==> src/include/flash_status_pkg.sv <==
// Purpose: Shared constants and types for the flash status register block.
// Assumes: One 40 MHz system clock and a synchronous active-high reset.
// Notes:   Offsets are byte addresses on the Avalon-MM register bus.
package flash_status_pkg;

   // Register byte addresses.
   localparam logic [31:0] FCS_OFS      = 32'hFFFF_E520;
   localparam logic [31:0] IRQ_STAT_OFS = 32'hFFFF_E524;
   localparam logic [31:0] IRQ_MASK_OFS = 32'hFFFF_E528;

   // Field positions of the flash control and status word.
   localparam int RDY_BIT  = 0;
   localparam int ROM_BIT  = 2;
   localparam int PROT_LSB = 4;
   localparam int PROT_W   = 4;

   // Value that marks every block as protected.
   localparam logic [3:0] PROT_ALL = 4'hF;

   // Values after reset.
   localparam logic [31:0] FCS_RST  = 32'h0000_0001;
   localparam logic [3:0]  IRQ_RST  = 4'h0;
   localparam logic [1:0]  STRAP_RST = 2'h0;

   // Cycles after reset release before the strap is frozen.
   localparam logic [1:0]  STRAP_WAIT = 2'h3;

   // Interrupt status bit positions.
   localparam int IRQ_DONE = 0;
   localparam int IRQ_FAIL = 1;
   localparam int IRQ_WREF = 2;
   localparam int IRQ_DROP = 3;
   localparam int IRQ_W    = 4;

   // Ready, busy and stuck-after-failure states.
   typedef enum logic [1:0] {
      ST_READY  = 2'b00,
      ST_BUSY   = 2'b01,
      ST_FAILED = 2'b10
   } op_state_e;

   // One Avalon-MM request from the bus master.
   typedef struct packed {
      logic        read;
      logic        write;
      logic [31:0] address;
      logic [31:0] writedata;
      logic [3:0]  byteenable;
   } avm_req_s;

   // Progress pulses from the command sequencer.
   typedef struct packed {
      logic start;
      logic done;
      logic fail;
      logic reset_cmd;
   } op_evt_s;

endpackage

==> src/hw/flash_status_register.sv <==
// Purpose: Flash control and status register with Avalon-MM access.
// Assumes: Sequencer, protection status and write requests on clk_sys;
//          the ROM kind strap is a pin and is synchronised.
// Notes:   One wait state per access; interrupt bits are write one to clear.
//
// Behaviour
// Busy operation reads ready flag as zero.
// Normal completion returns ready flag to one.
// Failed operation keeps ready flag at zero.
// Hardware reset forces ready flag back to one.
// Bit two: zero flash, one mask ROM.
// Bits seven to four report block protection.
// Protected block refuses every data write.
// Software checks ready before issuing commands.
// Busy-time commands dropped; reset command recovers.
// All protected: block outside reads, commands.
// Other bits zero, writes ignored, reset 0x1.
//
// Our own choice: the Avalon-MM interface to the registers.
`timescale 1ns/100ps
module flash_status_register (
   input  wire logic                       clk_sys,
   input  wire logic                       sys_rst,
   input  wire flash_status_pkg::avm_req_s avm,
   output logic [31:0]                     avm_readdata_q,
   output logic                            avm_waitrequest_q,
   input  wire flash_status_pkg::op_evt_s  op_evt,
   input  wire logic                       rom_mask_strap,
   input  wire logic [3:0]                 prot_status,
   input  wire logic                       wr_req,
   input  wire logic [1:0]                 wr_block,
   input  wire logic                       cmd_req,
   output logic                            wr_grant_q,
   output logic                            wr_refuse_q,
   output logic                            cmd_accept_q,
   output logic                            cmd_drop_q,
   output logic                            ext_rd_block_q,
   output logic                            ready_q,
   output logic                            irq_q
);
   import flash_status_pkg::*;

   ////////////////////////////////////////////////////////////////////
   // Declarations.

   logic              trk_ready;      // Ready flag from the tracker.

   logic              rom_s1_q;       // First strap synchroniser stage.
   logic              rom_s2_q;       // Second strap synchroniser stage.
   logic              rom_kind_q;     // Frozen ROM kind.
   logic [1:0]        strap_cnt_q;    // Cycles since reset release.

   logic [IRQ_W-1:0]  stat_q;         // Sticky interrupt status.
   logic [IRQ_W-1:0]  stat_d;         // Next interrupt status.
   logic [IRQ_W-1:0]  mask_q;         // Interrupt mask.
   logic [IRQ_W-1:0]  mask_d;         // Next interrupt mask.
   logic [IRQ_W-1:0]  evt_set;        // Events raised this cycle.
   logic [IRQ_W-1:0]  w1c_clr;        // Bits software clears now.

   logic [31:0]       fcs_val;        // Live status word.
   logic [31:0]       rd_mux;         // Selected read value.
   logic              hit_fcs;        // Address hits status word.
   logic              hit_stat;       // Address hits interrupt status.
   logic              hit_mask;       // Address hits interrupt mask.
   logic              wr_take;        // Write completes at this edge.
   logic              rd_load;        // Read data loads at this edge.

   logic              all_locked;     // Every block is protected.
   logic              prot_hit;       // Requested block is protected.
   logic              cmd_ok;         // A command may pass now.
   logic              op_busy;        // Automatic operation running or stuck after failure.

   ////////////////////////////////////////////////////////////////////
   // Operation tracking.

   // The tracker owns the ready, busy and failed sequence.
   flash_op_tracker u_tracker (
      .clk_sys (clk_sys),
      .sys_rst (sys_rst),
      .evt     (op_evt),
      .ready_q (trk_ready)
   );

   // Busy covers both a running and a stuck operation.
   assign op_busy = ~trk_ready;

   ////////////////////////////////////////////////////////////////////
   // ROM kind strap.

   // Two flops bring the strap pin into the clock domain.
   // Only the second stage is read, so a metastable first stage settles.
   always_ff @(posedge clk_sys) begin
      if (sys_rst) begin
         rom_s1_q <= 1'b0;
         rom_s2_q <= 1'b0;
      end else begin
         rom_s1_q <= rom_mask_strap;
         rom_s2_q <= rom_s1_q;
      end
   end

   // The strap is followed for a few cycles after reset, then frozen.
   always_ff @(posedge clk_sys) begin
      if (sys_rst) begin
         strap_cnt_q <= STRAP_RST;
         rom_kind_q  <= 1'b0;
      end else if (strap_cnt_q != STRAP_WAIT) begin
         strap_cnt_q <= strap_cnt_q + 2'h1;
         rom_kind_q  <= rom_s2_q;
      end
   end

   ////////////////////////////////////////////////////////////////////
   // Status word.

   // Every block protected means the flash is sealed.
   assign all_locked = (prot_status == PROT_ALL);

   // Unused bits stay zero; only the named fields are filled in.
   always_comb begin
      fcs_val                          = 32'h0000_0000;
      fcs_val[RDY_BIT]                 = trk_ready;
      fcs_val[ROM_BIT]                 = rom_kind_q;
      fcs_val[PROT_LSB+:PROT_W]        = prot_status;
   end

   ////////////////////////////////////////////////////////////////////
   // Avalon-MM slave decode.

   // Full byte-address compare for each register.
   assign hit_fcs  = (avm.address == FCS_OFS);
   assign hit_stat = (avm.address == IRQ_STAT_OFS);
   assign hit_mask = (avm.address == IRQ_MASK_OFS);

   // Reads load while waitrequest is high; writes land while it is low.
   assign rd_load = avm.read & avm_waitrequest_q;
   assign wr_take = avm.write & ~avm_waitrequest_q;

   // Unmapped addresses read as zero.
   assign rd_mux = hit_fcs  ? fcs_val :
                   hit_stat ? {28'h0000000, stat_q} :
                   hit_mask ? {28'h0000000, mask_q} :
                   32'h0000_0000;

   // Waitrequest drops for one cycle, one cycle after a request.
   // Idle high keeps a request waiting until it has been registered.
   always_ff @(posedge clk_sys) begin
      if (sys_rst) begin
         avm_waitrequest_q <= 1'b1;
      end else begin
         avm_waitrequest_q <= ~((avm.read | avm.write)
                                & avm_waitrequest_q);
      end
   end

   // Read data is captured at the edge that drops waitrequest.
   always_ff @(posedge clk_sys) begin
      if (sys_rst) begin
         avm_readdata_q <= 32'h0000_0000;
      end else if (rd_load) begin
         avm_readdata_q <= rd_mux;
      end
   end

   ////////////////////////////////////////////////////////////////////
   // Write and command gating.

   // A write into a protected block is refused.
   assign prot_hit = prot_status[wr_block];

   // Commands pass only when ready and the flash is not sealed.
   assign cmd_ok = trk_ready & ~all_locked;

   // Grant, refuse, accept and drop are one-cycle pulses toward the sequencer.
   // Protection is judged in the request cycle itself.
   always_ff @(posedge clk_sys) begin
      if (sys_rst) begin
         wr_grant_q     <= 1'b0;
         wr_refuse_q    <= 1'b0;
         cmd_accept_q   <= 1'b0;
         cmd_drop_q     <= 1'b0;
         ext_rd_block_q <= 1'b0;
         ready_q        <= 1'b1;
      end else begin
         wr_grant_q     <= wr_req & ~prot_hit;
         wr_refuse_q    <= wr_req & prot_hit;
         cmd_accept_q   <= cmd_req & cmd_ok;
         cmd_drop_q     <= cmd_req & ~cmd_ok;
         ext_rd_block_q <= all_locked;
         ready_q        <= trk_ready;
      end
   end

   ////////////////////////////////////////////////////////////////////
   // Interrupts.

   // Events: completion, failure, refused write, dropped command.
   assign evt_set[IRQ_DONE] = op_evt.done & op_busy & ~op_evt.fail;
   assign evt_set[IRQ_FAIL] = op_evt.fail & op_busy;
   assign evt_set[IRQ_WREF] = wr_req & prot_hit;
   assign evt_set[IRQ_DROP] = cmd_req & ~cmd_ok;

   // Write one to clear, honouring byte lane zero.
   assign w1c_clr = (wr_take & hit_stat & avm.byteenable[0])
                    ? avm.writedata[IRQ_W-1:0] : IRQ_RST;

   // A new event wins over a clear in the same cycle.
   assign stat_d = (stat_q & ~w1c_clr) | evt_set;

   // The mask takes byte lane zero of a write.
   assign mask_d = (wr_take & hit_mask & avm.byteenable[0])
                   ? avm.writedata[IRQ_W-1:0] : mask_q;

   // Status, mask and the level interrupt output.
   // The interrupt flop trails a status change by one cycle.
   always_ff @(posedge clk_sys) begin
      if (sys_rst) begin
         stat_q <= IRQ_RST;
         mask_q <= IRQ_RST;
         irq_q  <= 1'b0;
      end else begin
         stat_q <= stat_d;
         mask_q <= mask_d;
         irq_q  <= |(stat_q & mask_q);
      end
   end
endmodule // flash_status_register

==> src/hw/flash_op_tracker.sv <==
// Purpose: Tracks the automatic operation and drives the ready flag.
// Assumes: Sequencer pulses are one cycle wide and on clk_sys.
// Notes:   A failed operation sticks until reset or the reset command.
`timescale 1ns/100ps
module flash_op_tracker (
   input  wire logic                       clk_sys,
   input  wire logic                       sys_rst,
   input  wire flash_status_pkg::op_evt_s  evt,
   output logic                            ready_q
);
   import flash_status_pkg::*;

   op_state_e state_q;  // Current operation state.
   op_state_e state_d;  // Next operation state.

   ////////////////////////////////////////////////////////////////////
   // Next state: failure outranks completion in the same cycle.
   always_comb begin
      state_d = state_q;
      case (state_q)
         ST_READY: begin
            if (evt.start) begin
               state_d = ST_BUSY;
            end
         end
         ST_BUSY: begin
            if (evt.fail) begin
               state_d = ST_FAILED;
            end else if (evt.done) begin
               state_d = ST_READY;
            end
         end
         ST_FAILED: begin
            if (evt.reset_cmd) begin
               state_d = ST_READY;
            end
         end
         default: begin
            state_d = ST_READY;
         end
      endcase
   end

   // State and ready flag; reset always returns to ready.
   always_ff @(posedge clk_sys) begin
      if (sys_rst) begin
         state_q <= ST_READY;
         ready_q <= 1'b1;
      end else begin
         state_q <= state_d;
         ready_q <= (state_d == ST_READY);
      end
   end
endmodule // flash_op_tracker

==> config.mk <==
export PLATFORM = sky130hd
export DESIGN_NAME = flash_status_register
export DESIGN_NICKNAME = d
export VERILOG_FILES = /design/src/include/flash_status_pkg.sv /design/src/hw/flash_status_register.sv /design/src/hw/flash_op_tracker.sv
export SDC_FILE = /design/constraint.sdc
export NUM_CORES = 1
export LEC_CHECK = 0
export BUFFER_PORTS_ARGS = -buffer_cell sky130_fd_sc_hd__buf_4
export CAP_MARGIN = 25
export CORE_ASPECT_RATIO = 0.75
export CORE_MARGIN = 3
export CORE_UTILIZATION = 35
export DETAILED_ROUTE_END_ITERATION = 7
export HOLD_SLACK_MARGIN = 0.02
export PLACE_DENSITY = 0.73
export REMOVE_ABC_BUFFERS = 1
export SLEW_MARGIN = 10
export SYNTH_ARGS = -nofsm -noshare
export SYNTH_HDL_FRONTEND = slang
export SYNTH_SLANG_ARGS = --single-unit
==> constraint.sdc <==
create_clock -name clk_sys -period 1.7 [get_ports clk_sys]
set_input_delay 0.085 -clock clk_sys [delete_from_list [all_inputs] [get_ports clk_sys]]
set_output_delay 0.085 -clock clk_sys [all_outputs]
set_load 0.01 [all_outputs]
=== After elaboration in Yosys (flattened, before gate mapping) ===
Index checks and enable logic that the tools add are counted.

* Flip-flop bits (word level): 56
* Bits of input ports: 85
* Output and inout port bits: 40
* Word-level logic and storage cells: 67

* $add $sub $neg: 1
* Order comparisons: 1
* Eq/ne operators: 7
* Muxes and demuxes: 11
* Bitwise gates (word level): 27
* Reductions and logical operators: 3

{| class="wikitable"
|+ Operator list
! operator !! count
|-
| equality test 32 bit (second input constant) || 3
|-
| AND 1 bit || 15
|-
| two-way mux 4 bit || 3
|-
| AND 4 bit || 2
|-
| two-way mux 2 bit || 4
|-
| two-way mux 8 bit || 1
|-
| inverter 1 bit || 7
|-
| case mux 2 bit (3 select lines) || 1
|-
| equality test 4 bit (second input constant) || 1
|-
| zero test 2 bit || 2
|-
| inverter 4 bit || 1
|-
| OR 4 bit || 1
|-
| OR reduction 4 bit || 1
|-
| < comparator 2 x 3 -> 1 bit (second input constant) || 1
|-
| adder 2 x 1 -> 2 bit (second input constant) || 1
|-
| binary-select mux 1 bit (select 2 bit) || 1
|-
| equality test 2 x 1 -> 1 bit (second input constant) || 1
|-
| equality test 2 bit (second input constant) || 1
|-
| inequality test 2 bit (second input constant) || 1
|-
| two-way mux 1 bit || 1
|-
| OR 1 bit || 1
|}

=== Depth between registers and ports, before layout ===
* Word-level depth: 8
* Gate-level depth with buffers: 5

=== Cells and area by module ===
From an unflattened synthesis, not the netlist that was laid out.

* Cells, all modules: 168
* Area, all modules: 1,565.3 um^2

{| class="wikitable"
|+ Modules (own cells, without submodules)
! module !! times used !! cells each !! area each (um^2)
|-
| flash_status_register || 1 || 158 || 1,450.1
|-
| flash_op_tracker || 1 || 10 || 115.1
|}

=== Worst setup path before layout ===
Ideal clock, no wire load.

* Path type: in2reg
* Start: input avm[43] (netlist bit)
* End: register avm_readdata_q[0]
* Setup time: 61 ps
* Arrival time: 1,680 ps
* Required time: 1,639 ps
* Setup slack: -40 ps
* Stages on the path: 5
* Path buffers: 1
* Path through: or4b_1 -> or4_4 -> buf_6 -> nor3_4 -> a32o_1

* Longest elaborated chain between the ends: 4
* Elaborated cells on any way between the ends: 6
* Classes of those cells: eq/ne (3); mux (3)

{| class="wikitable"
|+ RTL lines
! what !! RTL line !! RTL
|-
| from (decl) || flash_status_register.sv:24 || <nowiki>input wire flash_status_pkg::avm_req_s avm,</nowiki>
|-
| equality test 32 bit || flash_status_register.sv:133 || <nowiki>assign hit_mask = (avm.address == IRQ_MASK_OFS);</nowiki>
|-
| two-way mux 4 bit || flash_status_register.sv:142 || <nowiki>hit_mask ? {28'h0000000, mask_q} :</nowiki>
|-
| two-way mux 4 bit || flash_status_register.sv:141 || <nowiki>hit_stat ? {28'h0000000, stat_q} :</nowiki>
|-
| two-way mux 8 bit * || flash_status_register.sv:140 || <nowiki>assign rd_mux = hit_fcs ? fcs_val :</nowiki>
|-
| to (signal assigned) || flash_status_register.sv:161 || <nowiki>avm_readdata_q <= rd_mux;</nowiki>
|-
| to (decl) || flash_status_register.sv:25 || <nowiki>output logic [31:0] avm_readdata_q,</nowiki>
|}

Every way passes the cells marked *; elsewhere a longest branch is shown, timed or not.
A chain may end at the register's enable or synchronous reset.

=== Final worst setup path ===
* Start: input avm[43] (netlist bit)
* End: register avm_readdata_q[5]

* Longest elaborated chain between the ends: 2

{| class="wikitable"
|+ RTL lines
! what !! RTL line !! RTL
|-
| equality test 32 bit || flash_status_register.sv:131 || <nowiki>assign hit_fcs = (avm.address == FCS_OFS);</nowiki>
|-
| two-way mux 8 bit || flash_status_register.sv:140 ||
|}

No other way between the ends.

==> qor.yml <==
run_status:
  status: "finished clean"
timing:
  rsz0062_at_grt: "false"
  period_minus_slack_ns: 1.616
  max_freq_mhz: 619.0
  final_max_slew_viol_count: 0
  tns_ns: 0
  final_hold_viol_count: 0
  clock_skew_ns: 0.009184
  setup_viol: 0
  period_share: 0.9504
  hold_ws_ns: 0.06509
drt:
  via_per_inst: 4.829
  num_vias: 1439
  wl_per_cell_um: 12.82
  ant_nets: 0
  wl_um: 3821
  drt_pass1_iterations: 4
  drt_iter0_markers: 48
  drc_errors: 0
clock_tree:
  cts_root_buffer: "clkbuf_8"
  cts_buffer_depth: 2
  htreeDepth: 2
  cts_sinks: 32
  cts_tree: "yes"
  insertion_delay_ns: 0.28
  cts_buffers: 5
  clk_pin_slew_ns: 0.06
floorplan:
  die_h_um: 63.22
  dieArea_um2: 5202
  fp.dieW_um: 82.29
  core_um2: 4129
  rows: 20
  initial_core_util: 0.3700
  ios: 125
cells_and_area:
  multi_input_comb_area_um2: 765.7
  final_cells: 298
  diodes: 0
  fin_area_um2: 2187
  layout-drive-gt1-share: 0.3416
  regArea_um2: 640.6
  layout-area-overhead-vs-synth_pct: 43.16
  fin_nets: 328
  fillers: 392
flow_run:
  maxCapViolCount: 0
place:
  io_buffers: 69
  dpl-instance-area_um2: 2013
  gp_congestion: 0.8521
  placed_cells: 284
  hpwl_um: 3012
power:
  p_clk_frac: 0.397
  vdd_ir_drop_max_v: 0.0006044
  p_seq_frac: 0.455
  sw_frac_of_total: 0.2326
  total_power_mw: 1.777
  switching_power_mw: 0.4134
  p_int_mw: 1.364
  p_per_area_nw_per_um2: 812.6
  comb_power_share: 0.148
  leakage_nw: 0.9851
logic_synthesis:
  synth_common_cells: "32 x dfxtp_1, 24 x buf_4, 14 x a21oi_1"
  async_flop_share: 0
  syn_area_um2: 1528
  synth_top_area_frac: 0.4193
  synth-seq-cells: 32
  synthFlopType: "dfxtp_1"
  synth_area_per_cell_um2: 9.372
  synth.distinct_cells: 37
  ys_warn_count: 0
  synth_cells: 163
  synthMostInstantiatedCell: "dfxtp_1"
  ys_seq_area_frac: 0.4193
  synth-edff-count: 0
  synth_area_leaders: "dfxtp_1 42%, buf_4 12%, a21oi_1 4.6%, a32o_1 3.9%, nand4_1 3.7%"
  synth_top_area_cell: "dfxtp_1"
global_routing:
  grt_use_total: 0.1474
  gr-total-overflow: 0
  grt_antenna_before_repair: 0
  grt_pass1_vias: 1354
  grt_pass1_wl_um: 5947
  grt_start_max_net_pins: 23
hold_path:
  hp-start: "prot_status[2]"
  hold_class: "in2reg"
  min_path_cells: 2
worst_setup_path:
  worstPathArrival_ns: 1.84
  regToRegStartpoint: "avm_waitrequest_q$_SDFF_PP1_"
  crit_end: "avm_readdata_q[5]$_SDFFE_PP0P_"
  required_ns: 1.92
  end_kind: "flop"
  worstRegToRegCells: 3
  r2r_end: "avm_readdata_q[5]$_SDFFE_PP0P_"
  r2r_slack_ns: 0.53
  critPathLaunch: "avm[43]"
  worstPathMaxFanout: 6
  startpoint_type: "primary input"
  worst-setup-path-type: "in2reg"
## per-stage QoR
stage               setup WS (ns)  utilization
floorplan                 0.01897            -
global placement          -0.1977       0.4876
detailed placement        -0.2210       0.4876
CTS                       0.07584       0.5282
global route              0.01960       0.5297
finish                    0.08438       0.5297
## flip-flops by register name, summed over array words and instances, names as in the netlist
name               flops
ext_rd_block_q         1
avm_waitrequest_q      1
cmd_drop_q             1
strap_cnt_q            2
wr_refuse_q            1
rom_kind_q             1
u_tracker.ready_q      1
stat_q                 4
rom_s1_q               1
rom_s2_q               1
avm_readdata_q         8
mask_q                 4
wr_grant_q             1
u_tracker.state_q      2
cmd_accept_q           1
ready_q                1
irq_q                  1
## worst min path at each step
stage                                                 to
after CTS                 avm_readdata_q[6]$_SDFFE_PP0P_
after detailed placement            stat_q[2]$_SDFF_PP0_
after floorplan           avm_readdata_q[1]$_SDFFE_PP0P_
after global placement              stat_q[2]$_SDFF_PP0_
after global routing      avm_readdata_q[6]$_SDFFE_PP0P_
final                     avm_readdata_q[6]$_SDFFE_PP0P_
## logic make-up (layout without fill, tap and decap cells)
kind of cell / count (synthesis) / after routing / share of synthesized area
AOI/OAI and AO/OA: 34 / 34 / 0.1532
xor gates and xnor gates: 1 / 1 / 0.005734
adders and majority gates: 1 / 1 / 0.008189
buffers and inverters: 31 / 88 / 0.1400
DFF: 32 / 32 / 0.4193
muxes: 6 / 6 / 0.04750
other: 1 / 24 / 0.002455
and+or+nand+nor: 57 / 57 / 0.2236
## power by group through the flow
stage               Combinational, mW  Sequential, mW  Clock (mW)
floorplan                       0.108           0.823           0
global placement                0.246           0.823           0
detailed placement              0.251           0.824           0
CTS                             0.262           0.807       0.726
global route                    0.291           0.812       0.755
finish                          0.263           0.808       0.705
## placed cells by master, fill, tap and decap left out
cell	n
buf_4	71
dfxtp_1	32
conb_1	24
a21oi_1	14
nand2_1	13
nand4_1	9
nor2_1	9
nor2b_1	7
a32o_1	6
dlygate4sd3_1	6
mux2i_1	5
clkbuf_8	5
o31ai_1	4
nand4b_1	3
inv_1	3
nor3_4	2
a311oi_1	2
nor4_1	2
and2_1	2
nor3_1	2
a22oi_1	2
a22o_1	2
o21ai_0	2
mux4_2	1
or4_1	1
or4b_1	1
nand4bb_1	1
or4_4	1
and3b_1	1
a31oi_1	1
o211ai_1	1
nand2b_1	1
nand3b_1	1
or3b_2	1
xor2_1	1
ha_1	1
clkbuf_1	1
clkinv_2	1
bufinv_16	1
## per-layer routing
metal	track usage	up-vias	share of wire
met5	0	-	0
met4	0.04564	0	0.013
met3	0.05857	5	0.11
met2	0.2290	78	0.44
met1	0.1851	650	0.43
li1	-	706	-
## final cells by class
cell class / count / share of cell area
Clock buffer: 6 / 0.03318
Clock inverter: 2 / 0.01602
Inverter: 3 / 0.005149
Multi-Input combinational cell: 123 / 0.3501
Sequential cell: 32 / 0.2929
Tap cell: 55 / 0.03146
Timing Repair Buffer: 77 / 0.2712
## what timing repair did
| action | 4_1_cts | 5_1_grt |
|---|---|---|
| hold buffers | 6 | 0 |
| buffers inserted | 0 | 0 |
| resized for setup | 0 | 1 |
| setup endpoints to repair | 0 | 5 |
| endpoints found under the hold margin | 5 | 0 |
## critical path, cell delays in order
cell and delay, ns:
buf_4 0.10, or4b_1 0.54, or4_4 0.60, nor3_4 0.28, a32o_1 0.22
(Power assumes the default switching activity.)
